File: config.mk
export PLATFORM = sky130hd
export DESIGN_NAME = cbh_adapter
export DESIGN_NICKNAME = d
export VERILOG_FILES = /design/src/hdl/cbh_adapter.v /design/src/hdl/cbh_ring.v
export VERILOG_INCLUDE_DIRS = /design/src /design/src/pkg
export SDC_FILE = /design/constraint.sdc
export NUM_CORES = 1
export LEC_CHECK = 0
export BUFFER_PORTS_ARGS = -buffer_cell sky130_fd_sc_hd__buf_2
export CAP_MARGIN = 5
export CORE_MARGIN = 10
export CORE_UTILIZATION = 50
export DETAILED_ROUTE_END_ITERATION = 10
export PLACE_DENSITY = 0.68
export SETUP_SLACK_MARGIN = 0.3
export SYNTH_ARGS = -nofsm -noshare
export SYNTH_HDL_FRONTEND = slang
export SYNTH_SLANG_ARGS = --single-unit
export TNS_END_PERCENT = 30
File: constraint.sdc
create_clock -name i_clk -period 4.35 [get_ports i_clk]
set_input_delay 1.305 -clock i_clk [delete_from_list [all_inputs] [get_ports i_clk]]
set_output_delay 1.305 -clock i_clk [all_outputs]
set_load 0.005 [all_outputs]
File: src/pkg/cbh_defines.vh
/*
 * Constants for the command block handshake: flag codes, command and
 * response codes, buffer sizes, configuration defaults and timeouts.
 * Assumes a 100 MHz core clock; counts are derived from times in ns.
 */
`ifndef CBH_DEFINES_VH
`define CBH_DEFINES_VH

// Status flag pair encodings.
`define CBH_FLAG_IDLE 2'h0
`define CBH_FLAG_ACCEPT 2'h1
`define CBH_FLAG_REJECT 2'h2
`define CBH_FLAG_END 2'h3

// Block sizes.
`define CBH_RING_DEPTH 64
`define CBH_RING_AW 6
`define CBH_MAX_DATA 8'h3E
`define CBH_MAX_BLOCK 8'h40

// Host command codes.
`define CBH_CMD_CFG_MEM 8'h01
`define CBH_CMD_CFG_RX 8'h02
`define CBH_CMD_STATION 8'h03
`define CBH_CMD_DL_DMA 8'h04
`define CBH_CMD_UL_DMA 8'h05
`define CBH_CMD_DL_PIO 8'h06
`define CBH_CMD_UL_PIO 8'h07
`define CBH_CMD_RECEIVE 8'h08
`define CBH_CMD_TRANSMIT 8'h09

// Response codes.
`define CBH_RSP_CFG_MEM 8'h31
`define CBH_RSP_CFG_RX 8'h32
`define CBH_RSP_STATION 8'h33
`define CBH_RSP_RECEIVE 8'h38
`define CBH_RSP_TRANSMIT 8'h39

// Memory configuration defaults.
`define CBH_DEF_CMD_Q 16'h000A
`define CBH_DEF_RX_Q 16'h0014
`define CBH_DEF_MCAST 16'h0000
`define CBH_DEF_FRAMES 16'h0014
`define CBH_DEF_RX_BUF 16'h0014
`define CBH_DEF_PROGS 16'h000A
`define CBH_PKT_BUF_BYTES 16'h0640
`define CBH_TX_BUF_COUNT 8'h01

// Receive mode fields and default.
`define CBH_RXMODE_DEFAULT 5'h00
`define CBH_RXMODE_FILT_LSB 0
`define CBH_RXMODE_LOOP_LSB 3
`define CBH_RX_TICK_MAX 16'h7FFF

// Times in ns and the derived cycle counts at a 10 ns clock.
`define CBH_CLK_NS 10
`define CBH_FIRST_TMO_NS 20000000
`define CBH_NEXT_TMO_NS 500000
`define CBH_TICK_NS 10000000
`define CBH_FIRST_TMO_CYC (`CBH_FIRST_TMO_NS / `CBH_CLK_NS)
`define CBH_NEXT_TMO_CYC (`CBH_NEXT_TMO_NS / `CBH_CLK_NS)
`define CBH_TICK_CYC (`CBH_TICK_NS / `CBH_CLK_NS)

`endif
File: src/hdl/cbh_adapter.v
/*
 * Adapter end of the command block exchange. Takes host blocks through the
 * command register, checks them at end of block and answers with a
 * response block, keeping the adapter flag pair and timeouts.
 * Assumes host writes and reads of the command register arrive as single
 * cycle strobes synchronous to i_clk, and packet events as pulses.
 */
`timescale 1ns/10ps
`include "cbh_defines.vh"

module cbh_adapter (
    // Clock and reset.
    input wire i_clk,
    input wire i_reset_n,
    // Host side of the command register and flags.
    input wire i_host_cmd_wr,
    input wire [7:0] i_host_cmd_data,
    input wire i_host_cmd_rd,
    input wire i_host_flag_low,
    input wire i_host_flag_high,
    input wire i_dir,
    // Packet and transfer events from the datapath.
    input wire i_pkt_rx,
    input wire i_tx_done,
    input wire [47:0] i_station_addr,
    // Command register toward the host and flags.
    output reg [7:0] o_cmd_data,
    output reg o_host_cmd_full_flag,
    output reg o_adapter_cmd_empty_flag,
    output reg o_adapter_flag_low,
    output reg o_adapter_flag_high,
    output reg o_host_irq,
    // Configuration and data path control.
    output reg [4:0] o_rx_mode,
    output reg [15:0] o_cmd_q_entries,
    output reg [15:0] o_rx_q_entries,
    output reg [15:0] o_mcast_count,
    output reg [15:0] o_frame_count,
    output reg [15:0] o_rx_buf_count,
    output reg [15:0] o_prog_count,
    output reg [15:0] o_pkt_buf_bytes,
    output reg [7:0] o_tx_buf_count,
    output reg o_xfer_start,
    output reg o_xfer_upload,
    output reg o_xfer_dma,
    output reg [15:0] o_xfer_count,
    output reg o_xfer_error,
    output reg o_send_abort
);

    localparam [3:0] ST_IDLE = 4'h0;
    localparam [3:0] ST_CHECK = 4'h1;
    localparam [3:0] ST_PARSE = 4'h2;
    localparam [3:0] ST_ACT = 4'h3;
    localparam [3:0] ST_WAIT_PKT = 4'h4;
    localparam [3:0] ST_SEND = 4'h5;
    localparam [3:0] ST_SEND_WAIT = 4'h6;
    localparam [3:0] ST_HOST_ANS = 4'h7;
    localparam [3:0] ST_HOLD = 4'h8;

    reg [3:0] state;
    reg [5:0] rd_back;
    wire [7:0] ring_data;
    reg [7:0] total_len;
    reg [5:0] idx;
    reg [7:0] blk [0:`CBH_MAX_BLOCK-1];
    reg [7:0] rsp [0:`CBH_MAX_BLOCK-1];
    reg [6:0] rsp_len;
    reg [6:0] send_idx;
    reg [21:0] tmo;
    reg [23:0] tick;
    reg [15:0] rx_ticks;
    reg [15:0] rx_limit;
    reg end_seen;
    reg [1:0] host_flags_prev;
    integer k;

    wire [1:0] host_flags = {i_host_flag_high, i_host_flag_low};

    // Returns the little-endian word at a data offset of the held block.
    function [15:0] blk_word;
        input [5:0] off;
        begin
            blk_word = {blk[off + 6'h03], blk[off + 6'h02]};
        end
    endfunction

    ////////////////////////////////////////////////////////////////////////
    // Host byte stream into the circular buffer.
    // The total-length byte stays out of the ring, so a 64-byte block fits whole.
    cbh_ring u_ring (
        .i_clk(i_clk),
        .i_reset_n(i_reset_n),
        .i_wr(i_host_cmd_wr && host_flags != `CBH_FLAG_END),
        .i_wr_data(i_host_cmd_data),
        .i_rd_back(rd_back),
        .o_rd_data(ring_data),
        .o_head()
    );

    ////////////////////////////////////////////////////////////////////////
    // Main sequencer: host block intake, command effects, response send.
    always @(posedge i_clk or negedge i_reset_n) begin
        if (!i_reset_n) begin
            state <= ST_IDLE;
            rd_back <= 6'h00;
            total_len <= 8'h00;
            idx <= 6'h00;
            rsp_len <= 7'h00;
            send_idx <= 7'h00;
            tmo <= 22'h000000;
            tick <= 24'h000000;
            rx_ticks <= 16'h0000;
            rx_limit <= 16'h0000;
            end_seen <= 1'b0;
            host_flags_prev <= 2'h0;
            o_cmd_data <= 8'h00;
            o_host_cmd_full_flag <= 1'b0;
            o_adapter_cmd_empty_flag <= 1'b1;
            o_adapter_flag_low <= 1'b0;
            o_adapter_flag_high <= 1'b0;
            o_host_irq <= 1'b0;
            o_rx_mode <= `CBH_RXMODE_DEFAULT;
            o_cmd_q_entries <= `CBH_DEF_CMD_Q;
            o_rx_q_entries <= `CBH_DEF_RX_Q;
            o_mcast_count <= `CBH_DEF_MCAST;
            o_frame_count <= `CBH_DEF_FRAMES;
            o_rx_buf_count <= `CBH_DEF_RX_BUF;
            o_prog_count <= `CBH_DEF_PROGS;
            o_pkt_buf_bytes <= `CBH_PKT_BUF_BYTES;
            o_tx_buf_count <= `CBH_TX_BUF_COUNT;
            o_xfer_start <= 1'b0;
            o_xfer_upload <= 1'b0;
            o_xfer_dma <= 1'b0;
            o_xfer_count <= 16'h0000;
            o_xfer_error <= 1'b0;
            o_send_abort <= 1'b0;
        end else begin
            o_xfer_start <= 1'b0;
            o_xfer_error <= 1'b0;
            o_send_abort <= 1'b0;
            o_host_irq <= 1'b0;
            host_flags_prev <= host_flags;
            // Host write fills, adapter read in intake empties; set wins.
            if (i_host_cmd_wr) begin
                o_host_cmd_full_flag <= 1'b1;
            end else if (state == ST_IDLE) begin
                o_host_cmd_full_flag <= 1'b0;
            end
            // Host read empties the outgoing register.
            if (i_host_cmd_rd) begin
                o_adapter_cmd_empty_flag <= 1'b1;
            end
            // Remember a length byte written while host flags show end.
            if (i_host_cmd_wr && host_flags == `CBH_FLAG_END) begin
                total_len <= i_host_cmd_data;
                end_seen <= 1'b1;
            end
            // Host leaving its flags idle drops our answer back to idle.
            if (host_flags == `CBH_FLAG_IDLE && host_flags_prev != `CBH_FLAG_IDLE) begin
                {o_adapter_flag_high, o_adapter_flag_low} <= `CBH_FLAG_IDLE;
            end
            case (state)
                ST_IDLE: begin
                    // Every host write is absorbed; only end of block acts.
                    if (end_seen && host_flags == `CBH_FLAG_END) begin
                        end_seen <= 1'b0;
                        idx <= 6'h00;
                        rd_back <= total_len[5:0];
                        state <= ST_CHECK;
                    end
                end
                ST_CHECK: begin
                    // Total length must fit, 2 to 64 bytes; the code+length+data match is checked in ST_ACT.
                    if (total_len > `CBH_MAX_BLOCK || total_len < 8'h02) begin
                        {o_adapter_flag_high, o_adapter_flag_low} <= `CBH_FLAG_REJECT;
                        state <= ST_IDLE;
                    end else begin
                        rd_back <= rd_back - 6'h01;
                        state <= ST_PARSE;
                    end
                end
                ST_PARSE: begin
                    // Copy block out of the ring; the code byte was read in the check.
                    rd_back <= rd_back - 6'h01;
                    blk[idx] <= ring_data;
                    idx <= idx + 6'h01;
                    if (idx == total_len[5:0] - 6'h01) begin
                        state <= ST_ACT;
                    end
                end
                ST_ACT: begin
                    if ({2'h0, blk[1]} + 10'h002 != {2'h0, total_len}
                            || blk[1] > `CBH_MAX_DATA) begin
                        {o_adapter_flag_high, o_adapter_flag_low} <= `CBH_FLAG_REJECT;
                        state <= ST_IDLE;
                    end else begin
                        {o_adapter_flag_high, o_adapter_flag_low} <= `CBH_FLAG_ACCEPT;
                        rsp_len <= 7'h00;
                        state <= ST_HOLD;
                        case (blk[0])
                            `CBH_CMD_CFG_MEM: begin
                                o_cmd_q_entries <= blk_word(6'h00);
                                o_rx_q_entries <= blk_word(6'h02);
                                o_mcast_count <= blk_word(6'h04);
                                o_frame_count <= blk_word(6'h06);
                                o_rx_buf_count <= blk_word(6'h08);
                                o_prog_count <= blk_word(6'h0A);
                                o_pkt_buf_bytes <= `CBH_PKT_BUF_BYTES;
                                o_tx_buf_count <= `CBH_TX_BUF_COUNT;
                                rsp[0] <= `CBH_RSP_CFG_MEM;
                                rsp[1] <= 8'h02;
                                rsp[2] <= 8'h00;
                                rsp[3] <= 8'h00;
                                rsp_len <= 7'h04;
                            end
                            `CBH_CMD_CFG_RX: begin
                                o_rx_mode <= blk[2][4:0];
                                rsp[0] <= `CBH_RSP_CFG_RX;
                                rsp[1] <= 8'h02;
                                rsp[2] <= 8'h00;
                                rsp[3] <= 8'h00;
                                rsp_len <= 7'h04;
                            end
                            `CBH_CMD_STATION: begin
                                rsp[0] <= `CBH_RSP_STATION;
                                rsp[1] <= 8'h06;
                                for (k = 0; k < 6; k = k + 1) begin
                                    rsp[k + 2] <= i_station_addr[8*k +: 8];
                                end
                                rsp_len <= 7'h08;
                            end
                            `CBH_CMD_DL_DMA, `CBH_CMD_DL_PIO,
                            `CBH_CMD_UL_DMA, `CBH_CMD_UL_PIO: begin
                                // Wrong direction or odd count is refused.
                                if (i_dir != blk[0][0] || blk[2][0]) begin
                                    o_xfer_error <= 1'b1;
                                end else begin
                                    o_xfer_start <= 1'b1;
                                    o_xfer_upload <= blk[0][0];
                                    o_xfer_dma <= ~blk[0][1];
                                    o_xfer_count <= blk_word(6'h00);
                                end
                            end
                            `CBH_CMD_RECEIVE: begin
                                rx_limit <= blk_word(6'h06) & `CBH_RX_TICK_MAX;
                                rx_ticks <= 16'h0000;
                                tick <= 24'h000000;
                                state <= ST_WAIT_PKT;
                            end
                            `CBH_CMD_TRANSMIT: begin
                                // Host download of the packet begins now.
                                o_xfer_start <= 1'b1;
                                o_xfer_upload <= 1'b0;
                                o_xfer_dma <= 1'b1;
                                o_xfer_count <= blk_word(6'h04);
                                state <= ST_WAIT_PKT;
                            end
                            default: begin
                                rsp_len <= 7'h00;
                            end
                        endcase
                    end
                end
                ST_WAIT_PKT: begin
                    // Packet arrival or transmit end builds the response.
                    if (blk[0] == `CBH_CMD_RECEIVE && i_pkt_rx) begin
                        rsp[0] <= `CBH_RSP_RECEIVE;
                        rsp[1] <= 8'h02;
                        rsp[2] <= 8'h00;
                        rsp[3] <= 8'h00;
                        rsp_len <= 7'h04;
                        o_xfer_start <= 1'b1;
                        o_xfer_upload <= 1'b1;
                        o_xfer_dma <= 1'b1;
                        o_xfer_count <= blk_word(6'h04);
                        state <= ST_HOLD;
                    end else if (blk[0] == `CBH_CMD_RECEIVE && rx_limit != 16'h0000
                            && rx_ticks == rx_limit) begin
                        rsp[0] <= `CBH_RSP_RECEIVE;
                        rsp[1] <= 8'h02;
                        rsp[2] <= 8'hFF;
                        rsp[3] <= 8'hFF;
                        rsp_len <= 7'h04;
                        state <= ST_HOLD;
                    end else if (blk[0] == `CBH_CMD_TRANSMIT && i_tx_done) begin
                        rsp[0] <= `CBH_RSP_TRANSMIT;
                        rsp[1] <= 8'h02;
                        rsp[2] <= 8'h00;
                        rsp[3] <= 8'h00;
                        rsp_len <= 7'h04;
                        state <= ST_HOLD;
                    end
                    // Ten millisecond tick count for the receive timeout.
                    if (tick == `CBH_TICK_CYC - 1) begin
                        tick <= 24'h000000;
                        rx_ticks <= rx_ticks + 16'h0001;
                    end else begin
                        tick <= tick + 24'h000001;
                    end
                end
                ST_HOLD: begin
                    // Wait for host to drop its end flags, then send if any.
                    if (host_flags != `CBH_FLAG_END) begin
                        send_idx <= 7'h00;
                        state <= (rsp_len == 7'h00) ? ST_IDLE : ST_SEND;
                    end
                end
                ST_SEND: begin
                    // Write next byte; the length byte goes out with the end flags.
                    if (send_idx == rsp_len) begin
                        {o_adapter_flag_high, o_adapter_flag_low} <= `CBH_FLAG_END;
                        o_cmd_data <= {1'b0, rsp_len};
                    end else begin
                        {o_adapter_flag_high, o_adapter_flag_low} <= `CBH_FLAG_IDLE;
                        o_cmd_data <= rsp[send_idx[5:0]];
                    end
                    o_adapter_cmd_empty_flag <= 1'b0;
                    o_host_irq <= (send_idx == 7'h00);
                    tmo <= 22'h000000;
                    state <= ST_SEND_WAIT;
                end
                ST_SEND_WAIT: begin
                    // First byte gets 20 ms, every later byte 500 us.
                    if (o_adapter_cmd_empty_flag || i_host_cmd_rd) begin
                        if (send_idx == rsp_len) begin
                            state <= ST_HOST_ANS;
                        end else begin
                            send_idx <= send_idx + 7'h01;
                            state <= ST_SEND;
                        end
                    end else if ((send_idx == 7'h00 && tmo == `CBH_FIRST_TMO_CYC - 1)
                            || (send_idx != 7'h00 && tmo == `CBH_NEXT_TMO_CYC - 1)) begin
                        o_send_abort <= 1'b1;
                        {o_adapter_flag_high, o_adapter_flag_low} <= `CBH_FLAG_IDLE;
                        state <= ST_IDLE;
                    end else begin
                        tmo <= tmo + 22'h000001;
                    end
                end
                ST_HOST_ANS: begin
                    // Host answers our end of block with accept or reject.
                    if (host_flags == `CBH_FLAG_ACCEPT || host_flags == `CBH_FLAG_REJECT) begin
                        {o_adapter_flag_high, o_adapter_flag_low} <= `CBH_FLAG_IDLE;
                        state <= ST_IDLE;
                    end
                end
                default: begin
                    state <= ST_IDLE;
                end
            endcase
        end
    end

endmodule

File: src/hdl/cbh_ring.v
/*
 * Sixty-four byte circular buffer holding the incoming host byte stream.
 * Assumes the writer never needs more than the last 64 bytes kept.
 */
`timescale 1ns/10ps
`include "cbh_defines.vh"

module cbh_ring (
    // Clock and reset.
    input wire i_clk,
    input wire i_reset_n,
    // Write side.
    input wire i_wr,
    input wire [7:0] i_wr_data,
    // Read side, addressed back from the head, the slot after the newest byte.
    input wire [5:0] i_rd_back,
    output reg [7:0] o_rd_data,
    output reg [5:0] o_head
);

    reg [7:0] mem [0:`CBH_RING_DEPTH-1];

    ////////////////////////////////////////////////////////////////////////
    // Store bytes and wrap the head; the oldest byte is overwritten.
    always @(posedge i_clk) begin
        if (i_wr) begin
            mem[o_head] <= i_wr_data;
        end
        o_rd_data <= mem[o_head - i_rd_back];
    end

    // Head pointer.
    always @(posedge i_clk or negedge i_reset_n) begin
        if (!i_reset_n) begin
            o_head <= 6'h00;
        end else if (i_wr) begin
            o_head <= o_head + 6'h01;
        end
    end

endmodule

# After elaboration in Yosys (flattened, before gate mapping)
# Memory sizes are Yosys's and may differ from the RTL's. A register that Yosys moved wholly into a read port is not among the register bits.
# Index checks and enable logic that the tools add are counted.
totals:
  regBits: 211
  ramBits: 1536
  n_memories: 3
  input_bits: 65
classes:
  addsub: 10
  n_mux: 138
  order_cmp: 3
  n_bitwise: 22
  eq_ne: 46
  n_reduce_logical: 58
mem_list:
  columns: ["name", "words", "width", "read_ports", "rd_clocked_by_memory_dff", "write_ports", "line", "source"]
  rows:
  - ["blk", 64, 8, 14, 6, 1, "cbh_adapter.v:66", "reg [7:0] blk [0:`CBH_MAX_BLOCK-1];"]
  - ["rsp", 64, 8, 1, 0, 8, "cbh_adapter.v:67", "reg [7:0] rsp [0:`CBH_MAX_BLOCK-1];"]
  - ["u_ring.mem", 64, 8, 1, 1, 1, "cbh_ring.v:21", "reg [7:0] mem [0:`CBH_RING_DEPTH-1];"]
op_table:
  columns: ["cell", "count"]
  rows:
  - ["$mux W8", 21]
  - ["$mux W16", 6]
  - ["$pmux W16 S2", 3]
  - ["$mux W24", 3]
  - ["$mux W1", 63]
  - ["$mux W7", 7]
  - ["$pmux W24 S2", 1]
  - ["$mux W22", 2]
  - ["$mux W4", 11]
  - ["$pmux W22 S2", 1]
  - ["$pmux W4 S9", 1]
  - ["$eq A8 B3 Y1 const B", 4]
  - ["$pmux W7 S2", 2]
  - ["$ne A2 B2 Y1 const B", 13]
  - ["$add A24 B1 Y24 const B", 1]
  - ["$eq A24 B20 Y1 const B", 1]
  - ["$add A22 B1 Y22 const B", 1]
  - ["$eq A22 B16 Y1 const B", 1]
  - ["$eq A22 B21 Y1 const B", 1]
  - ["$reduce_and A3 Y1", 7]
  - ["$or A1 B1 Y1", 20]
  - ["$mux W6", 3]
  - ["$pmux W6 S3", 1]
  - ["$logic_and A1 B1 Y1", 17]
  - ["other kinds (48)", 86]

# Longest topological paths before layout
# An unclocked memory read counts as a cell.
depth:
  depth_word: 13
  ltp_mapped: 12
  mapped_depth_nobuf: 9

# By module
# From an unflattened synthesis, not the netlist that was laid out.
hier_totals:
  hier_cells: 2311
  area_unflattened_um2: 38665.8
modules_own_cells:
  columns: ["module", "area_per_inst_um2", "cells_per_inst", "seq_area_each_um2", "n_inst"]
  rows:
  - ["cbh_ring", 20794.9, 952, 15685.0, 1]
  - ["cbh_adapter", 17870.9, 1359, 11144.4, 1]

# Least setup slack after synthesis
# Ideal clock, no wire load.
synth_path:
  kind: "reg-to-reg"
  startpoint: "register send_idx[0]"
  endpoint: "register tmo[20]"
  n_path_buf: 3
  period_less_slack_ps: 3465
  setup_time_ps: 78
  t_arrival_ps: 3387
  setup_slack_ps: 885
  path_stages_with_launch: 13
  path_cell_list: "dfrtp_1 > buf_1 > clkbuf_1 > inv_1 > ha_1 > or4b_1 > o311ai_2 > o32ai_2 > or3_1 > buf_6 > or3b_4 > or3_1 > a21oi_1"
synth_via:
  elab_chain_len: 5
  word_cells_on_any_way: 7
  classes_between: "eq/ne: 1; reduce/logical: 6"
synth_rtl:
  columns: ["item", "line", "source"]
  rows:
  - ["from (decl)", "cbh_adapter.v:69", "reg [6:0] send_idx;"]
  - ["from (signal assigned)", "cbh_adapter.v:329", "send_idx <= send_idx + 7'h01;"]
  - ["$logic_not A7 Y1 or $reduce_bool A7 Y1 (tied branches)", "cbh_adapter.v:332, cbh_adapter.v:333", null]
  - ["$logic_and A1 B1 Y1, on equally long branches", "cbh_adapter.v:332, cbh_adapter.v:333", null]
  - ["$logic_or A1 B1 Y1 (*)", "cbh_adapter.v:332", "end else if ((send_idx == 7'h00 && tmo == `CBH_FIRST_TMO_CYC - 1)"]
  - ["$ne A2 B2 Y1 (no line) (*)", null, null]
  - ["$reduce_and A3 Y1 (no line) (*)", null, null]
  - ["to (signal assigned)", "cbh_adapter.v:338", "tmo <= tmo + 22'h000001;"]
  - ["to (decl)", "cbh_adapter.v:70", "reg [21:0] tmo;"]
# Every way passes the cells marked *; elsewhere a longest branch is shown, timed or not.
# A chain may end at the register's enable or synchronous reset.

# Final worst setup path
layout_path:
  startpoint: "register u_ring.o_head[0]"
  endpoint: "register u_ring.o_rd_data[6] (read register of u_ring.mem)"
layout_via:
  elab_chain_len: 1
layout_rtl:
  columns: ["item", "line", "source"]
  rows:
  - ["from (decl)", "cbh_ring.v:18", "output reg [5:0] o_head"]
  - ["from (signal assigned)", "cbh_ring.v:37", "o_head <= o_head + 6'h01;"]
  - ["$sub A6 B6 Y6", "cbh_ring.v:29", "o_rd_data <= mem[o_head - i_rd_back];"]
  - ["to (decl)", "cbh_ring.v:17", "output reg [7:0] o_rd_data,"]
# No other way between the ends.

==> impl_metrics.toml <==
[run_status]
run_status = "finished, final reports clean"

[clock_tree]
holdBufCountCts = 0
htree_levels = 3
worst_skew_late_latency_ps = 660
cts_buf_count = 96
cts_num_sinks = 938
root_cell_of_the_clock_tree = "clkbuf_16"
cts_tree = "yes"
cts_repair_resize_count = 0
cts_setup_buffers = 0
cts_max_path_buffers = 3
clock_transition_at_the_register_clock_pins_on_the_worst_setup_and_hold_paths_after_cts_ps = 60

[placed_design]
globalplace.congestion = 0.836
numPlacedInstances = 3489
port_buffers = 199
placed_cell_area_um2 = 40800
detailed_placement_wirelength_estimate_um = 55800
detailedPlace.worstSlack_ps = 630

[worst_setup_path]
required_time_of_the_critical_path_ps = 4860
worst_path_largest_cell_delay_ps = 980
critical_path.most_common_cell = "mux2i_1"
r2r_start = "u_ring.o_head[0]"
arrival_worst_endpoint_ps = 4270
worstRegToRegCells = 10
critical_path.reg2reg.endpoint = "u_ring.o_rd_data[6]"
crit_path_start = "u_ring.o_head[0]"
path_class = "register to register"
crit_end = "u_ring.o_rd_data[6]"
cp_slowest_cell = "fa_4"
r2r_setup_slack_ps = 590
timing.critical_path.cells = "clkinv_1 > ha_4 > inv_1 > fa_4 > buf_12 > mux4_2 > mux2i_1 > mux2i_1 > mux2i_1 > mux2i_1"
critical_path.max_fanout = 64
setup.worst_path.start_class = "register"
timing.critical_path.to_type = "register"

[finish]
finalInstanceArea_um2 = 43900
layout-drive-gt1-share_pct = 27.7
n_antenna_cell = 0
nFillCells = 5717
area_delta_synth_final_pct = 15.0
post_layout_nonfiller_instances = 3667
nNetsFinal = 2693

[timing]
achievable-frequency_mhz = 266
final.setup.worst_slack_ps = 591
finalHoldViolCount = 0
finalCritPeriodShare_pct = 86.4
max_slew_margin_pct = 18.1
finalSetupViolCount = 0
least_margin_pin_slew_ps = 1230
timing.final.max_slew_violations = 0
setup_repair_after_global_routing_missed_its_margin = "false"
timing.setup.tns_ps = 0
final.min_clock_period_ps = 3760
skew_ps = 22.0

[pwr]
p_per_area_nw_per_um2 = 671
worst_ir_drop_vdd_uv = 1090
leakage_nw = 17.2

[yosys]
synth-seq-area-share_pct = 70.2
most_used_standard_cell_by_instance_count_after_synthesis = "edfxtp_1"
area_share_of_the_largest_cell_type_after_synthesis_pct = 53.1
synth_cell_type_count = 69
async_reset_ff_share_pct = 27.1
dominantRegCellSynth = "edfxtp_1"
synth_area_leader_cell = "edfxtp_1"
avgSynthCellArea_um2 = 16.4
biggest_area_contributors_in_the_synthesized_netlist = "edfxtp_1 (53%), dfrtp_1 (16%), mux4_2 (8.0%), mux2_2 (4.3%), mux2i_1 (3.4%)"
yosys_register_bits = 938
yosys_warnings = 0
synth_top_cells_by_count = "edfxtp_1 (676), dfrtp_1 (243), nor2_1 (174)"
synthCells = 2324
mappedNetlistArea_um2 = 38200
synth-edff-count = 676

[die]
design.portCount = 224
initial_utilization_pct = 50.4
dieHeight_um = 296
num_rows = 101
area_of_the_core_um2 = 75800
design.die.area_um2 = 87900
die_boundary_width_um = 296

[global_routing]
grt_usage_pct = 19.7
first_pass_grt_wire_length_um = 133000
grt_antenna_before_repair = 1
gr-total-overflow = 0
largest_net_degree_at_the_start_of_global_routing = 97
first_global_vias = 22023

[drt]
dr.first_iter.drc_count = 1848
routedWlPerCell_um = 23.8
antenna_violating_nets_post_route = 0
routed-via-count = 21316
drt-total-wl_um = 87300
post-route-drc-count = 0
vias_per_cell = 5.81
drt_pre_antenna_iters = 7

[hold_path]
holdCritPathClass = "register to register"

[job]
max-cap-violations = 0
-- critical path, delay by kind of cell, from the launching register on --
kind                     cells  cell delay, ps
multiplexers                 5            1310
buffers and inverters        3             630
adder cells (fa/ha/maj)      2            1130
flip-flops                   1             460
-- metal layers --
metal  vias to the layer above  routed length (µm)  part of all wire (%)  global-route usage [%]
met3                       140                5040                   5.8                    2.90
met5                         -                   8                0.0092                       0
met2                       646               44600                    51                    33.9
met1                     11092               35300                    40                    25.6
li1                       9436                   -                     -                       -
met4                         2                2350                   2.7                    6.31
-- logic make-up after synthesis --
group           Yosys count  share of synthesized area (%)
other cells               2                         0.0197
fa+ha+maj                19                          0.642
compound gates          200                           3.24
simple gates            517                           6.52
buf+inv                 157                           1.82
flops                   938                           70.2
mux                     411                           15.7
xor+xnor                 80                           1.83
-- where the power goes --
part	total, W	internal, W	switching [W]
registers	0.0107	0.0101	0.000597
clock network	0.00803	0.00462	0.00341
logic	0.0107	0.00493	0.00580
-- cells in the final DEF (no fill, tap or decap), drive strengths merged, types with 43 or more instances in the layout --
cell    instances
nand3          44
edfxtp        676
xor2           48
a21oi          46
mux2i         128
nand2         133
dfrtp         243
mux2          147
nor2          174
clkinv         43
o21ai          66
clkbuf        125
mux4          136
buf           293
-- worst min-delay path by stage --
stage	startpoint	to	slack (ps)	cells past startpoint
floorplan	tick[18]	tick[18]	440	1
global placement	blk[13][4]	o_prog_count[12]	460	1
detailed placement	blk[5][3]	o_rx_q_entries[11]	460	1
CTS	blk[5][1]	o_rx_q_entries[9]	470	1
global route	blk[5][1]	o_rx_q_entries[9]	480	1
finish	blk[5][1]	o_rx_q_entries[9]	460	1
-- state kept, by name, indices dropped and copies added (netlist names), 15 cells and up --
name	count
tmo	22
blk	112
u_ring.mem	512
o_rx_q_entries	16
o_mcast_count	16
rx_limit	15
o_frame_count	16
o_rx_buf_count	16
rsp	52
tick	24
rx_ticks	16
o_xfer_count	16
o_prog_count	16
o_cmd_q_entries	16
-- final cells by class --
cell class              instances  area (µm²)  share of cell area (%)
multi-input cells            1251       10900                    24.7
well taps                     978        1220                    2.79
clock inverters                53         508                    1.16
clock buffers                 125        2610                    5.94
inverters                      29         109                   0.248
flip-flops and latches        938       26800                    61.1
repair buffers                293        1800                    4.10
-- per-stage QoR --
stage / hold slack [ps] / utilization, % / total power [W]
floorplan: 442 / - / 0.0182
global placement: 459 / 53.8 / 0.0215
detailed placement: 464 / 53.8 / 0.0217
CTS: 468 / 57.9 / 0.0297
global route: 481 / 57.9 / 0.0308
finish: 463 / 57.9 / 0.0295
No activity file was read; power rests on OpenSTA's default activity.
